## config.mk

```make
export PLATFORM = sky130hd
export DESIGN_NAME = scf_top
export DESIGN_NICKNAME = d
export VERILOG_FILES = /design/src/include/scf_pkg.sv /design/src/hdl/scf_sync_edge.sv /design/src/hdl/scf_rx_frame.sv /design/src/hdl/scf_top.sv
export SDC_FILE = /design/constraint.sdc
export NUM_CORES = 1
export LEC_CHECK = 0
export BUFFER_PORTS_ARGS = -buffer_cell sky130_fd_sc_hd__buf_4
export CORE_ASPECT_RATIO = 2
export CORE_MARGIN = 8
export CORE_UTILIZATION = 51
export DETAILED_ROUTE_END_ITERATION = 8
export PLACE_DENSITY = 0.83
export SYNTH_ARGS = -nofsm -noshare
export SYNTH_HDL_FRONTEND = slang
export SYNTH_SLANG_ARGS = --single-unit
```

## constraint.sdc

```tcl
create_clock -name sys_clk -period 2.43 [get_ports sys_clk]
set_input_delay 0.729 -clock sys_clk [delete_from_list [all_inputs] [get_ports sys_clk]]
set_output_delay 0.729 -clock sys_clk [all_outputs]
set_load 0.03 [all_outputs]
```

## src/include/scf_pkg.sv

```systemverilog
package scf_pkg;
  // ---------------------------------------------
  // Register map (byte addresses)
  // ---------------------------------------------
  localparam logic [7:0] A_MODE = 8'h00;
  localparam logic [7:0] A_CTRL = 8'h04;
  localparam logic [7:0] A_FLAG = 8'h08;
  localparam logic [7:0] A_TXH = 8'h0c;
  localparam logic [7:0] A_RXH = 8'h10;
  // Control register bits
  localparam int C_TIE = 7;
  localparam int C_RIE = 6;
  localparam int C_TXGO = 5;
  localparam int C_RXGO = 4;
  localparam int C_AWAIT = 3;
  localparam int C_TX_DONE_IRQ_EN = 2;
  localparam int C_EXT = 1;
  localparam int C_OUT = 0;
  // Flag register bits
  localparam int F_TXE = 7;
  localparam int F_RXF = 6;
  localparam int F_OVR = 5;
  localparam int F_FER = 4;
  localparam int F_PER = 3;
  localparam int F_TX_DONE_FLAG = 2;
  localparam int F_MPR = 1;
  localparam int F_MPT = 0;
  // Mode register bits
  localparam int M_SYNC = 7;
  localparam int M_PAR = 5;
  localparam int M_ODD = 4;
  localparam int M_STOP2 = 3;
  localparam int M_MP = 2;
  // Reset values
  localparam logic [7:0] CTRL_INIT = 8'h00;
  localparam logic [7:0] FLAG_INIT = 8'h84;
  localparam logic [7:0] MODE_INIT = 8'h00;
  // ---------------------------------------------
  // Timing and framing counts
  // ---------------------------------------------
  localparam logic [3:0] TICK_LAST = 4'h7;
  localparam logic [3:0] PH_MID = 4'h7;
  localparam logic [3:0] PH_LAST = 4'hf;
  localparam logic [3:0] DATA_LAST = 4'h7;
  localparam logic [3:0] RX_NB_BASE = 4'h9;
  localparam logic [3:0] TX_ASYNC_LEN = 4'ha;
  localparam logic [3:0] TX_SYNC_LEN = 4'h8;
  // AXI responses
  localparam logic [1:0] RESP_OK = 2'h0;
  localparam logic [1:0] RESP_ERR = 2'h2;
endpackage

```

## src/hdl/scf_sync_edge.sv

```systemverilog
`timescale 1ns/10ps
module scf_sync_edge #(
  parameter logic RST_VAL = 1'b1
) (
  // Clock and reset
  input wire logic clk,
  input wire logic reset_n,
  // Pin and results
  input wire logic pin,
  output logic level,
  output logic rise,
  output logic fall
);
  logic [2:0] s_q;

  // Two stages, third for edge finding
  always_ff @(posedge clk or negedge reset_n) begin
    if (!reset_n) begin
      s_q <= {3{RST_VAL}};
    end else begin
      s_q <= {s_q[1:0], pin};
    end
  end

  assign level = s_q[1];
  assign rise = s_q[1] & ~s_q[2];
  assign fall = ~s_q[1] & s_q[2];
endmodule

```

## src/hdl/scf_rx_frame.sv

```systemverilog
`timescale 1ns/10ps
module scf_rx_frame (
  // Clock and reset
  input wire logic clk,
  input wire logic reset_n,
  // Control
  input wire logic enable,
  input wire logic sync_mode,
  input wire logic tick16,
  input wire logic sample,
  input wire logic [3:0] nbits,
  input wire logic rxd,
  // Frame out
  output logic done,
  output logic [7:0] data,
  output logic extra,
  output logic stop_ok
);
  typedef enum logic {RX_IDLE, RX_BUSY} scf_rx_state_e;
  scf_rx_state_e st_q;
  logic [3:0] tcnt_q;
  logic [3:0] bcnt_q;
  logic [9:0] sh_q;

  assign data = sh_q[7:0];
  assign extra = sh_q[8];

  // Oversampled async frame, or bit-clocked sync byte
  always_ff @(posedge clk or negedge reset_n) begin
    if (!reset_n) begin
      st_q <= RX_IDLE;
      tcnt_q <= 4'h0;
      bcnt_q <= 4'h0;
      sh_q <= 10'h000;
      done <= 1'b0;
      stop_ok <= 1'b1;
    end else begin
      done <= 1'b0;
      if (!enable) begin
        st_q <= RX_IDLE;
        bcnt_q <= 4'h0;
      end else if (sync_mode) begin
        if (sample) begin
          sh_q[bcnt_q] <= rxd;
          stop_ok <= 1'b1;
          bcnt_q <= (bcnt_q == scf_pkg::DATA_LAST) ? 4'h0 : bcnt_q + 4'h1;
          done <= (bcnt_q == scf_pkg::DATA_LAST);
        end
      end else begin
        case (st_q)
          RX_IDLE: begin
            if (tick16 && !rxd) begin
              st_q <= RX_BUSY;
              tcnt_q <= 4'h0;
              bcnt_q <= 4'h0;
            end
          end
          default: begin
            if (tick16) begin
              tcnt_q <= tcnt_q + 4'h1;
              if (tcnt_q == scf_pkg::PH_MID) begin
                bcnt_q <= bcnt_q + 4'h1;
                if (bcnt_q == 4'h0 && rxd) begin
                  st_q <= RX_IDLE; // Glitch, not a start bit
                end else if (bcnt_q == nbits) begin
                  stop_ok <= rxd; // Only the first stop bit is looked at
                  done <= 1'b1;
                  st_q <= RX_IDLE;
                end else if (bcnt_q != 4'h0) begin
                  sh_q[bcnt_q - 4'h1] <= rxd;
                end
              end
            end
          end
        endcase
      end
    end
  end
endmodule

```

## src/hdl/scf_top.sv

```systemverilog
`timescale 1ns/10ps
module scf_top (
  // System
  input wire logic sys_clk,
  input wire logic reset_n,
  input wire logic mod_stop,
  // AXI4-Lite slave
  input wire logic [7:0] s_axi_awaddr,
  input wire logic s_axi_awvalid,
  output logic s_axi_awready,
  input wire logic [31:0] s_axi_wdata,
  input wire logic [3:0] s_axi_wstrb,
  input wire logic s_axi_wvalid,
  output logic s_axi_wready,
  output logic [1:0] s_axi_bresp,
  output logic s_axi_bvalid,
  input wire logic s_axi_bready,
  input wire logic [7:0] s_axi_araddr,
  input wire logic s_axi_arvalid,
  output logic s_axi_arready,
  output logic [31:0] s_axi_rdata,
  output logic [1:0] s_axi_rresp,
  output logic s_axi_rvalid,
  input wire logic s_axi_rready,
  // Serial pins
  input wire logic rxd,
  output logic txd,
  input wire logic sck_in,
  output logic sck_out,
  output logic sck_oe,
  // Transfer engine
  input wire logic xfer_tx_wr,
  input wire logic [7:0] xfer_tx_data,
  input wire logic xfer_rx_rd,
  output logic [7:0] xfer_rx_data,
  // Requests
  output logic rx_full_irq,
  output logic rx_fault_irq,
  output logic tx_empty_irq,
  output logic tx_done_irq
);
  typedef enum logic {TX_IDLE, TX_RUN} scf_tx_state_e;
  logic rxd_s, sck_rise, sck_fall;
  logic [7:0] aw_q, ar_a;
  logic aw_have_q, w_have_q, wr_fire, rd_fire;
  logic [7:0] wd_q;
  logic ws_q;
  logic [7:0] mode_q, ctrl_q, flag_q, txh_q, rx_hold_q;
  logic [4:0] armed_q;
  logic [3:0] div_q, phase_q;
  logic tick_int, tick16, tick_ph, shift_tick, sample_sync;
  logic sync, ext;
  scf_tx_state_e tx_st_q;
  logic [11:0] tx_sh_q, tx_frame;
  logic [3:0] tx_cnt_q, tx_len;
  logic tx_load, tx_end;
  logic rx_done, rx_extra, rx_stop;
  logic [7:0] rx_data;
  logic mp_on, waiting, blocked, drop, accept, par_bad;
  logic ovr_set, fer_set, per_set, full_set, load_hold;
  logic wr_mode, wr_ctrl, wr_flag, wr_txh;
  logic [7:0] clr;

  // ---------------------------------------------
  // Pin synchronisers
  // ---------------------------------------------
  scf_sync_edge #(.RST_VAL(1'b1)) u_rxd (
    .clk(sys_clk), .reset_n(reset_n), .pin(rxd),
    .level(rxd_s), .rise(), .fall()
  );
  scf_sync_edge #(.RST_VAL(1'b1)) u_sck (
    .clk(sys_clk), .reset_n(reset_n), .pin(sck_in),
    .level(), .rise(sck_rise), .fall(sck_fall)
  );

  // ---------------------------------------------
  // AXI4-Lite write channel
  // ---------------------------------------------
  assign wr_fire = aw_have_q && w_have_q && !s_axi_bvalid;

  // Address and data taken in either order, one write at a time
  always_ff @(posedge sys_clk or negedge reset_n) begin
    if (!reset_n) begin
      aw_have_q <= 1'b0;
      w_have_q <= 1'b0;
      aw_q <= 8'h00;
      wd_q <= 8'h00;
      ws_q <= 1'b0;
      s_axi_awready <= 1'b1;
      s_axi_wready <= 1'b1;
      s_axi_bvalid <= 1'b0;
      s_axi_bresp <= scf_pkg::RESP_OK;
    end else begin
      if (s_axi_awvalid && s_axi_awready) begin
        aw_have_q <= 1'b1;
        aw_q <= s_axi_awaddr;
        s_axi_awready <= 1'b0;
      end
      if (s_axi_wvalid && s_axi_wready) begin
        w_have_q <= 1'b1;
        wd_q <= s_axi_wdata[7:0];
        ws_q <= s_axi_wstrb[0];
        s_axi_wready <= 1'b0;
      end
      if (wr_fire) begin
        aw_have_q <= 1'b0;
        w_have_q <= 1'b0;
        s_axi_bvalid <= 1'b1;
        if (aw_q == scf_pkg::A_MODE || aw_q == scf_pkg::A_CTRL ||
            aw_q == scf_pkg::A_FLAG || aw_q == scf_pkg::A_TXH ||
            aw_q == scf_pkg::A_RXH) begin
          s_axi_bresp <= scf_pkg::RESP_OK;
        end else begin
          s_axi_bresp <= scf_pkg::RESP_ERR;
        end
      end else if (s_axi_bvalid && s_axi_bready) begin
        s_axi_bvalid <= 1'b0;
        s_axi_awready <= 1'b1;
        s_axi_wready <= 1'b1;
      end
    end
  end

  // Byte lane 0 carries every register
  assign wr_mode = wr_fire && ws_q && aw_q == scf_pkg::A_MODE;
  assign wr_ctrl = wr_fire && ws_q && aw_q == scf_pkg::A_CTRL;
  assign wr_flag = wr_fire && ws_q && aw_q == scf_pkg::A_FLAG;
  assign wr_txh = wr_fire && ws_q && aw_q == scf_pkg::A_TXH;

  // ---------------------------------------------
  // AXI4-Lite read channel
  // ---------------------------------------------
  assign rd_fire = s_axi_arvalid && s_axi_arready;
  assign ar_a = s_axi_araddr;

  // Data is sampled in the cycle the address is taken
  always_ff @(posedge sys_clk or negedge reset_n) begin
    if (!reset_n) begin
      s_axi_arready <= 1'b1;
      s_axi_rvalid <= 1'b0;
      s_axi_rdata <= 32'h00000000;
      s_axi_rresp <= scf_pkg::RESP_OK;
    end else if (rd_fire) begin
      s_axi_arready <= 1'b0;
      s_axi_rvalid <= 1'b1;
      s_axi_rresp <= scf_pkg::RESP_OK;
      if (ar_a == scf_pkg::A_MODE) begin
        s_axi_rdata <= {24'h000000, mode_q};
      end else if (ar_a == scf_pkg::A_CTRL) begin
        s_axi_rdata <= {24'h000000, ctrl_q};
      end else if (ar_a == scf_pkg::A_FLAG) begin
        s_axi_rdata <= {24'h000000, flag_q};
      end else if (ar_a == scf_pkg::A_TXH) begin
        s_axi_rdata <= {24'h000000, txh_q};
      end else if (ar_a == scf_pkg::A_RXH) begin
        s_axi_rdata <= {24'h000000, rx_hold_q};
      end else begin
        s_axi_rdata <= 32'h00000000;
        s_axi_rresp <= scf_pkg::RESP_ERR;
      end
    end else if (s_axi_rvalid && s_axi_rready) begin
      s_axi_rvalid <= 1'b0;
      s_axi_arready <= 1'b1;
    end
  end

  // Flags TXE to PER seen as 1 by a read become clearable
  always_ff @(posedge sys_clk or negedge reset_n) begin
    if (!reset_n) begin
      armed_q <= 5'h00;
    end else if (rd_fire && ar_a == scf_pkg::A_FLAG) begin
      armed_q <= flag_q[scf_pkg::F_TXE:scf_pkg::F_PER];
    end else if (wr_flag) begin
      armed_q <= armed_q & wd_q[scf_pkg::F_TXE:scf_pkg::F_PER];
    end
  end

  // Clear only flags armed by a read and written 0
  always_comb begin
    clr = 8'h00;
    clr[scf_pkg::F_TXE:scf_pkg::F_PER] = {5{wr_flag}} & armed_q &
      ~wd_q[scf_pkg::F_TXE:scf_pkg::F_PER];
  end

  // ---------------------------------------------
  // Mode and control registers
  // ---------------------------------------------
  // Mode must be settled before the clock bits are written
  always_ff @(posedge sys_clk or negedge reset_n) begin
    if (!reset_n) begin
      mode_q <= scf_pkg::MODE_INIT;
    end else if (mod_stop) begin
      mode_q <= scf_pkg::MODE_INIT;
    end else if (wr_mode) begin
      mode_q <= wd_q;
    end
  end

  // Hardware ends address wait when a marked frame is accepted, over a software write
  always_ff @(posedge sys_clk or negedge reset_n) begin
    if (!reset_n) begin
      ctrl_q <= scf_pkg::CTRL_INIT;
    end else if (mod_stop) begin
      ctrl_q <= scf_pkg::CTRL_INIT;
    end else begin
      if (wr_ctrl) begin
        ctrl_q <= wd_q;
      end
      if (accept && waiting) begin
        ctrl_q[scf_pkg::C_AWAIT] <= 1'b0;
      end
    end
  end

  assign sync = mode_q[scf_pkg::M_SYNC];
  assign ext = ctrl_q[scf_pkg::C_EXT];

  // ---------------------------------------------
  // Bit timing
  // ---------------------------------------------
  assign tick_int = (div_q == scf_pkg::TICK_LAST);
  assign tick16 = ext ? sck_rise : tick_int;
  assign tick_ph = sync ? tick_int : tick16;
  // Sync external clock: shift on fall, sample on rise
  assign shift_tick = (sync && ext) ? sck_fall :
                      (tick_ph && phase_q == scf_pkg::PH_LAST);
  assign sample_sync = ext ? sck_rise :
                       (tick_int && phase_q == scf_pkg::PH_MID);

  // Sixteen phases make one bit
  always_ff @(posedge sys_clk or negedge reset_n) begin
    if (!reset_n) begin
      div_q <= 4'h0;
      phase_q <= 4'h0;
    end else begin
      div_q <= tick_int ? 4'h0 : div_q + 4'h1;
      if (tick_ph) begin
        phase_q <= phase_q + 4'h1;
      end
    end
  end

  // Clock pin direction and bit-rate clock output
  always_ff @(posedge sys_clk or negedge reset_n) begin
    if (!reset_n) begin
      sck_oe <= 1'b0;
      sck_out <= 1'b1;
    end else begin
      sck_oe <= !ext && (sync || ctrl_q[scf_pkg::C_OUT]);
      sck_out <= phase_q[3];
    end
  end

  // ---------------------------------------------
  // Transmitter
  // ---------------------------------------------
  // Async frame: start, data LSB first, mark or parity, stops; sync frame is the data byte only
  always_comb begin
    tx_frame = 12'hfff;
    tx_len = scf_pkg::TX_SYNC_LEN;
    if (sync) begin
      tx_frame = {4'hf, txh_q};
    end else begin
      tx_frame[8:0] = {txh_q, 1'b0};
      tx_len = scf_pkg::TX_ASYNC_LEN + {3'h0, mode_q[scf_pkg::M_STOP2]};
      if (mode_q[scf_pkg::M_MP]) begin
        tx_frame[9] = flag_q[scf_pkg::F_MPT];
        tx_len = tx_len + 4'h1;
      end else if (mode_q[scf_pkg::M_PAR]) begin
        tx_frame[9] = (^txh_q) ^ mode_q[scf_pkg::M_ODD];
        tx_len = tx_len + 4'h1;
      end
    end
  end

  assign tx_load = shift_tick && ctrl_q[scf_pkg::C_TXGO] &&
                   !flag_q[scf_pkg::F_TXE] &&
                   (tx_st_q == TX_IDLE || tx_cnt_q == 4'h0);
  assign tx_end = shift_tick && tx_st_q == TX_RUN && tx_cnt_q == 4'h0 &&
                  !tx_load;

  // Shift register fed from the holding register
  always_ff @(posedge sys_clk or negedge reset_n) begin
    if (!reset_n) begin
      tx_st_q <= TX_IDLE;
      tx_sh_q <= 12'hfff;
      tx_cnt_q <= 4'h0;
      txd <= 1'b1;
    end else if (tx_load) begin
      tx_st_q <= TX_RUN;
      txd <= tx_frame[0];
      tx_sh_q <= {1'b1, tx_frame[11:1]};
      tx_cnt_q <= tx_len - 4'h1;
    end else if (tx_end || mod_stop) begin
      tx_st_q <= TX_IDLE;
      txd <= 1'b1;
    end else if (shift_tick && tx_st_q == TX_RUN) begin
      txd <= tx_sh_q[0];
      tx_sh_q <= {1'b1, tx_sh_q[11:1]};
      tx_cnt_q <= tx_cnt_q - 4'h1;
    end
  end

  // Holding register, written by software or engine
  always_ff @(posedge sys_clk or negedge reset_n) begin
    if (!reset_n) begin
      txh_q <= 8'h00;
    end else if (xfer_tx_wr) begin
      txh_q <= xfer_tx_data;
    end else if (wr_txh) begin
      txh_q <= wd_q;
    end
  end

  // ---------------------------------------------
  // Receiver and its filtering
  // ---------------------------------------------
  scf_rx_frame u_rx (
    .clk(sys_clk),
    .reset_n(reset_n),
    .enable(ctrl_q[scf_pkg::C_RXGO]),
    .sync_mode(sync),
    .tick16(tick16),
    .sample(sample_sync),
    .nbits(scf_pkg::RX_NB_BASE +
           {3'h0, mode_q[scf_pkg::M_MP] | mode_q[scf_pkg::M_PAR]}),
    .rxd(rxd_s),
    .done(rx_done),
    .data(rx_data),
    .extra(rx_extra),
    .stop_ok(rx_stop)
  );

  assign mp_on = !sync && mode_q[scf_pkg::M_MP];
  assign waiting = mp_on && ctrl_q[scf_pkg::C_AWAIT];
  // Reception halts while any receive error stands
  assign blocked = flag_q[scf_pkg::F_OVR] || flag_q[scf_pkg::F_FER] ||
                   flag_q[scf_pkg::F_PER];
  assign drop = waiting && !rx_extra;
  assign accept = rx_done && ctrl_q[scf_pkg::C_RXGO] && !drop && !blocked;
  assign par_bad = !sync && !mp_on && mode_q[scf_pkg::M_PAR] &&
                   (rx_extra != ((^rx_data) ^ mode_q[scf_pkg::M_ODD]));
  assign ovr_set = accept && flag_q[scf_pkg::F_RXF];
  assign fer_set = accept && !ovr_set && !sync && !rx_stop;
  assign per_set = accept && !ovr_set && rx_stop && par_bad;
  assign full_set = accept && !ovr_set && rx_stop && !par_bad;
  assign load_hold = full_set || fer_set;

  // Holding register keeps old data on overrun and parity fault
  always_ff @(posedge sys_clk or negedge reset_n) begin
    if (!reset_n) begin
      rx_hold_q <= 8'h00;
    end else if (load_hold) begin
      rx_hold_q <= rx_data;
    end
  end

  assign xfer_rx_data = rx_hold_q;

  // ---------------------------------------------
  // Status flags
  // ---------------------------------------------
  // Set terms come last so they beat a same-cycle clear
  always_ff @(posedge sys_clk or negedge reset_n) begin
    if (!reset_n) begin
      flag_q <= scf_pkg::FLAG_INIT;
    end else if (mod_stop) begin
      flag_q <= scf_pkg::FLAG_INIT;
    end else begin
      flag_q <= flag_q & ~clr;
      if (wr_flag) begin
        flag_q[scf_pkg::F_MPT] <= wd_q[scf_pkg::F_MPT];
      end
      if (xfer_tx_wr && tx_empty_irq) begin
        flag_q[scf_pkg::F_TXE] <= 1'b0;
      end
      if (xfer_tx_wr || clr[scf_pkg::F_TXE] || tx_load) begin
        flag_q[scf_pkg::F_TX_DONE_FLAG] <= 1'b0;
      end
      if (xfer_rx_rd && rx_full_irq) begin
        flag_q[scf_pkg::F_RXF] <= 1'b0;
      end
      if (!ctrl_q[scf_pkg::C_TXGO] || tx_load) begin
        flag_q[scf_pkg::F_TXE] <= 1'b1;
      end
      if (tx_end && flag_q[scf_pkg::F_TXE]) begin
        flag_q[scf_pkg::F_TX_DONE_FLAG] <= 1'b1;
      end
      if (full_set) begin
        flag_q[scf_pkg::F_RXF] <= 1'b1;
      end
      if (ovr_set) begin
        flag_q[scf_pkg::F_OVR] <= 1'b1;
      end
      if (fer_set) begin
        flag_q[scf_pkg::F_FER] <= 1'b1;
      end
      if (per_set) begin
        flag_q[scf_pkg::F_PER] <= 1'b1;
      end
      if (accept && mp_on) begin
        flag_q[scf_pkg::F_MPR] <= rx_extra;
      end
    end
  end

  // ---------------------------------------------
  // Interrupt requests
  // ---------------------------------------------
  // Receive requests stay silent through address wait
  always_ff @(posedge sys_clk or negedge reset_n) begin
    if (!reset_n) begin
      rx_full_irq <= 1'b0;
      rx_fault_irq <= 1'b0;
      tx_empty_irq <= 1'b0;
      tx_done_irq <= 1'b0;
    end else begin
      rx_full_irq <= ctrl_q[scf_pkg::C_RIE] && flag_q[scf_pkg::F_RXF] && !waiting;
      rx_fault_irq <= ctrl_q[scf_pkg::C_RIE] && blocked && !waiting;
      tx_empty_irq <= ctrl_q[scf_pkg::C_TIE] && flag_q[scf_pkg::F_TXE];
      tx_done_irq <= ctrl_q[scf_pkg::C_TX_DONE_IRQ_EN] && flag_q[scf_pkg::F_TX_DONE_FLAG];
    end
  end

  // ---------------------------------------------
  // Checks
  // ---------------------------------------------
  wait_drop_a: assert property (@(posedge sys_clk) disable iff (!reset_n)
    rx_done && drop |=> !$rose(flag_q[scf_pkg::F_RXF]) && $stable(rx_hold_q))
    else $error("unmarked frame changed receive state");
  mark_end_a: assert property (@(posedge sys_clk) disable iff (!reset_n)
    accept && waiting && !mod_stop |=> !ctrl_q[scf_pkg::C_AWAIT] && flag_q[scf_pkg::F_MPR])
    else $error("marked frame did not end wait");
  done_req_a: assert property (@(posedge sys_clk) disable iff (!reset_n)
    flag_q[scf_pkg::F_TX_DONE_FLAG] && ctrl_q[scf_pkg::C_TX_DONE_IRQ_EN] |=> tx_done_irq)
    else $error("transmit-done request missing");
  done_off_a: assert property (@(posedge sys_clk) disable iff (!reset_n)
    !ctrl_q[scf_pkg::C_TX_DONE_IRQ_EN] |=> !tx_done_irq)
    else $error("transmit-done request not withdrawn");
  sck_dir_a: assert property (@(posedge sys_clk) disable iff (!reset_n)
    ext || (!sync && !ctrl_q[scf_pkg::C_OUT]) |=> !sck_oe)
    else $error("clock pin direction wrong");
  no_w1_a: assert property (@(posedge sys_clk) disable iff (!reset_n)
    !flag_q[scf_pkg::F_RXF] && !full_set |=> !flag_q[scf_pkg::F_RXF])
    else $error("receive-full set without a frame");
  txe_idle_a: assert property (@(posedge sys_clk) disable iff (!reset_n)
    !ctrl_q[scf_pkg::C_TXGO] |=> flag_q[scf_pkg::F_TXE])
    else $error("transmit-empty low while disabled");
  ovr_keep_a: assert property (@(posedge sys_clk) disable iff (!reset_n)
    ovr_set && !mod_stop |=> flag_q[scf_pkg::F_OVR] && $stable(rx_hold_q))
    else $error("overrun not flagged or data replaced");
  stop_init_a: assert property (@(posedge sys_clk) disable iff (!reset_n)
    mod_stop |=> flag_q == scf_pkg::FLAG_INIT && ctrl_q == scf_pkg::CTRL_INIT)
    else $error("stop did not load initial values");
  set_wins_a: assert property (@(posedge sys_clk) disable iff (!reset_n)
    full_set && !mod_stop |=> flag_q[scf_pkg::F_RXF])
    else $error("receive-full lost to a clear");
endmodule

```

==> metrics <==
number of remaining DRC errors 0; Gate power share 0.158; Synth Register Bits 133; Synth area leaders dfrtp_1, dfstp_2, mux2i_1; Num CTS Buffers 17; synthesized area per cell 10.4 um2; drt total wl 19.8 mm; Worst VDD drop 0.677 mV; status complete, no violations; Netlist cell types 67; Post-Place Cell Area 0.00776 mm2; commonest non-fill, non-tap cell in the layout buf_4; via/cell ratio 6.17; P_leak 3.94 nW; I/O Buffers 74; Routability Congestion 0.976; power per standard cell area 771 mW/mm2; Fin. Hold Viols 0; slew margin rel. 0.257; Die ar. 0.0178 mm2; Root Driver clkbuf_16; Critical Path End Type flip-flop; Required @ worst endpoint 2.74 ns; Placeable Area 0.0134 mm2; via count 5804; crit path buf inv count 0; CTS tree yes; Fin Hold WS 0.163 ns; Reg2Reg Setup Slack 0.07 ns; sequential area share after synthesis 0.486; Iter 0 DRT Violations 436; total global routing overflow 0; Slowest cell on crit path dfstp_2; CP Cell Sequence nor4bb_4, o2111ai_2, and2_4, a211oi_2, and4_4, a21oi_2, ha_2, xor2_1, nand2_1, o21ai_1; number of global-route vias before repair 6098; worst hold path class in -> async; CP peak stage delay 0.54 ns; RSZ-0062 raised after global routing true; WP data arrival 2.67 ns; hpwl dp 14.5 mm; Site Rows 60; Warnings, synthesis 0; Clock power frac 0.398; Final Worst Setup Slack 0.0654 ns; Startpoint Class flip-flop; fin. max-slew vios 0; dominant synthesized flop cell dfrtp_1; Post-synth ARST share 1.00; Final period util 0.973; Clock Sinks 133; Slew @ Worst Pin 1.11 ns; most frequent cells in the layout buf_4, dfrtp_1, nand2_1, o21ai_0, mux2i_1; initial core utilization 0.517; # IOs 128; DRT antenna net count 0; fmax 423 MHz; layout cells sized above 1 0.285; EDFF count, synth 0; clock tree buffer depth 2; Final Non-Filler Cells 940; Post-Layout Inst Area 0.00846 mm2; RR Endpoint tx_cnt_q[2]; H-tree Lvls 4; cell family with most CP delay simple AND/OR/NAND/NOR gates; initial antenna violation count 0; Layout Skew 0.00704 ns; antenna cell count 0; MaxCap Viol Count 0; clock period minus worst slack 2.36 ns; Setup Slack @ Placement -0.216 ns; FF-to-FF Start u_sck.s_q[1]; Synth top area share 0.402; Area Overhead vs Synth 22.4%; drt pass-1 iters 5; sw power 1.98 mW; Net Sw Frac 0.304; mapped cell area 0.00691 mm2; leading area contributor after synthesis dfrtp_1; dpl cells 904; P_int 4.54 mW; hold buffer count at cts 0; Skew-Pair Late Insertion Delay 0.43 ns; Post-Syn Instances 667; critical path class reg -> reg; Final #Nets 856; first-pass GRT wire length 31.4 mm; largest net degree at the start of global routing 43; DR WL/cell 21.1 um; crit path max fanout 3; FF-to-FF path depth 10; Reg clk slew, reported paths 0.06 ns; Flop pwr share 0.444; final setup vio count 0; GRT Overall Usage 0.225; Die Span Y 181 um; Die X 98.3 um
==> kinds of logic (layout without fill, tap and decap cells) <==
| logic type | count (synthesis) | count (layout) | synth area share |
|---|---|---|---|
| buffers and inverters | 77 | 170 | 0.0570 |
| xor gates and xnor gates | 23 | 23 | 0.0331 |
| other | 1 | 26 | 0.000543 |
| muxes | 79 | 79 | 0.121 |
| DFF | 133 | 133 | 0.486 |
| AOI/OAI and AO/OA | 160 | 160 | 0.149 |
| adders and majority gates | 12 | 12 | 0.0217 |
| and+or+nand+nor | 182 | 182 | 0.132 |
==> per-layer routing <==
metal / share of wire / up-vias / global-route usage
li1: - / 2556 / -
met1: 0.32 / 2859 / 0.207
met2: 0.55 / 292 / 0.416
met3: 0.058 / 97 / 0.0484
met4: 0.069 / 0 / 0.172
met5: 0 / - / 0
==> state kept, by name (all words and copies together) (netlist names), 2 cells and up <==
register	count
u_rx.tcnt_q	4
u_rx.bcnt_q	4
armed_q	5
flag_q	8
txh_q	8
u_rxd.s_q	2
phase_q	4
mode_q	8
tx_cnt_q	4
div_q	4
wd_q	8
aw_q	8
tx_sh_q	9
u_sck.s_q	3
s_axi_rdata	8
xfer_rx_data	8
u_rx.sh_q	9
ctrl_q	8
==> metrics by stage <==
stage / utilization / TNS (ns) / power, mW
floorplan: - / 0 / 3.50
global placement: 0.581 / -0.0406 / 3.87
detailed placement: 0.581 / -0.405 / 3.93
CTS: 0.632 / 0 / 6.53
global route: 0.633 / -0.0681 / 6.73
finish: 0.633 / 0 / 6.53
==> area by class of cell <==
type / instances / area (um2)
multi-input cells: 482 / 3330
flip-flops and latches: 133 / 3360
repair buffers: 116 / 903
fillers: 1004 / 4900
clock inverters: 15 / 171
clock buffers: 17 / 425
inverters: 22 / 82.6
well taps: 155 / 194
==> synthesized netlist by cell type, types with 20 or more instances <==
library cell and n:
inv_1 22, buf_4 26, nor3_1 20, dfrtp_1 111
mux2i_1 44, nor2_1 43, o21ai_0 53, clkbuf_1 20
dfstp_2 22, a21oi_1 38, nand2_1 57, mux2_2 35
==> power groups by stage <==
stage	combinational [mW]	clock, mW	sequential [mW]
5_1_grt	1.11	2.70	2.92
2_1_floorplan	0.637	0	2.86
3_5_place_dp	1.02	0	2.91
6_report	1.03	2.60	2.90
3_3_place_gp	0.982	0	2.88
4_1_cts	1.03	2.62	2.88
==> worst max path at each step <==
stage,start,end,slack (ns),cells past startpoint
2_1_floorplan,div_q[0],tx_cnt_q[2],0.01,11
3_3_place_gp,u_sck.s_q[1],tx_cnt_q[2],-0.04,10
3_5_place_dp,u_sck.s_q[1],tx_cnt_q[2],-0.22,11
4_1_cts,ctrl_q[1],tx_cnt_q[2],0.03,10
5_1_grt,div_q[1],tx_cnt_q[2],-0.07,11
6_report,u_sck.s_q[1],tx_cnt_q[2],0.07,10
==> repair_timing <==
item,4_1_cts,5_1_grt
resized for setup,12,5
endpoints found under the setup margin,3,11
gates cloned,0,0
pin swaps,7,3
buffers inserted,5,0
Power figures use the tool's default switching activity.
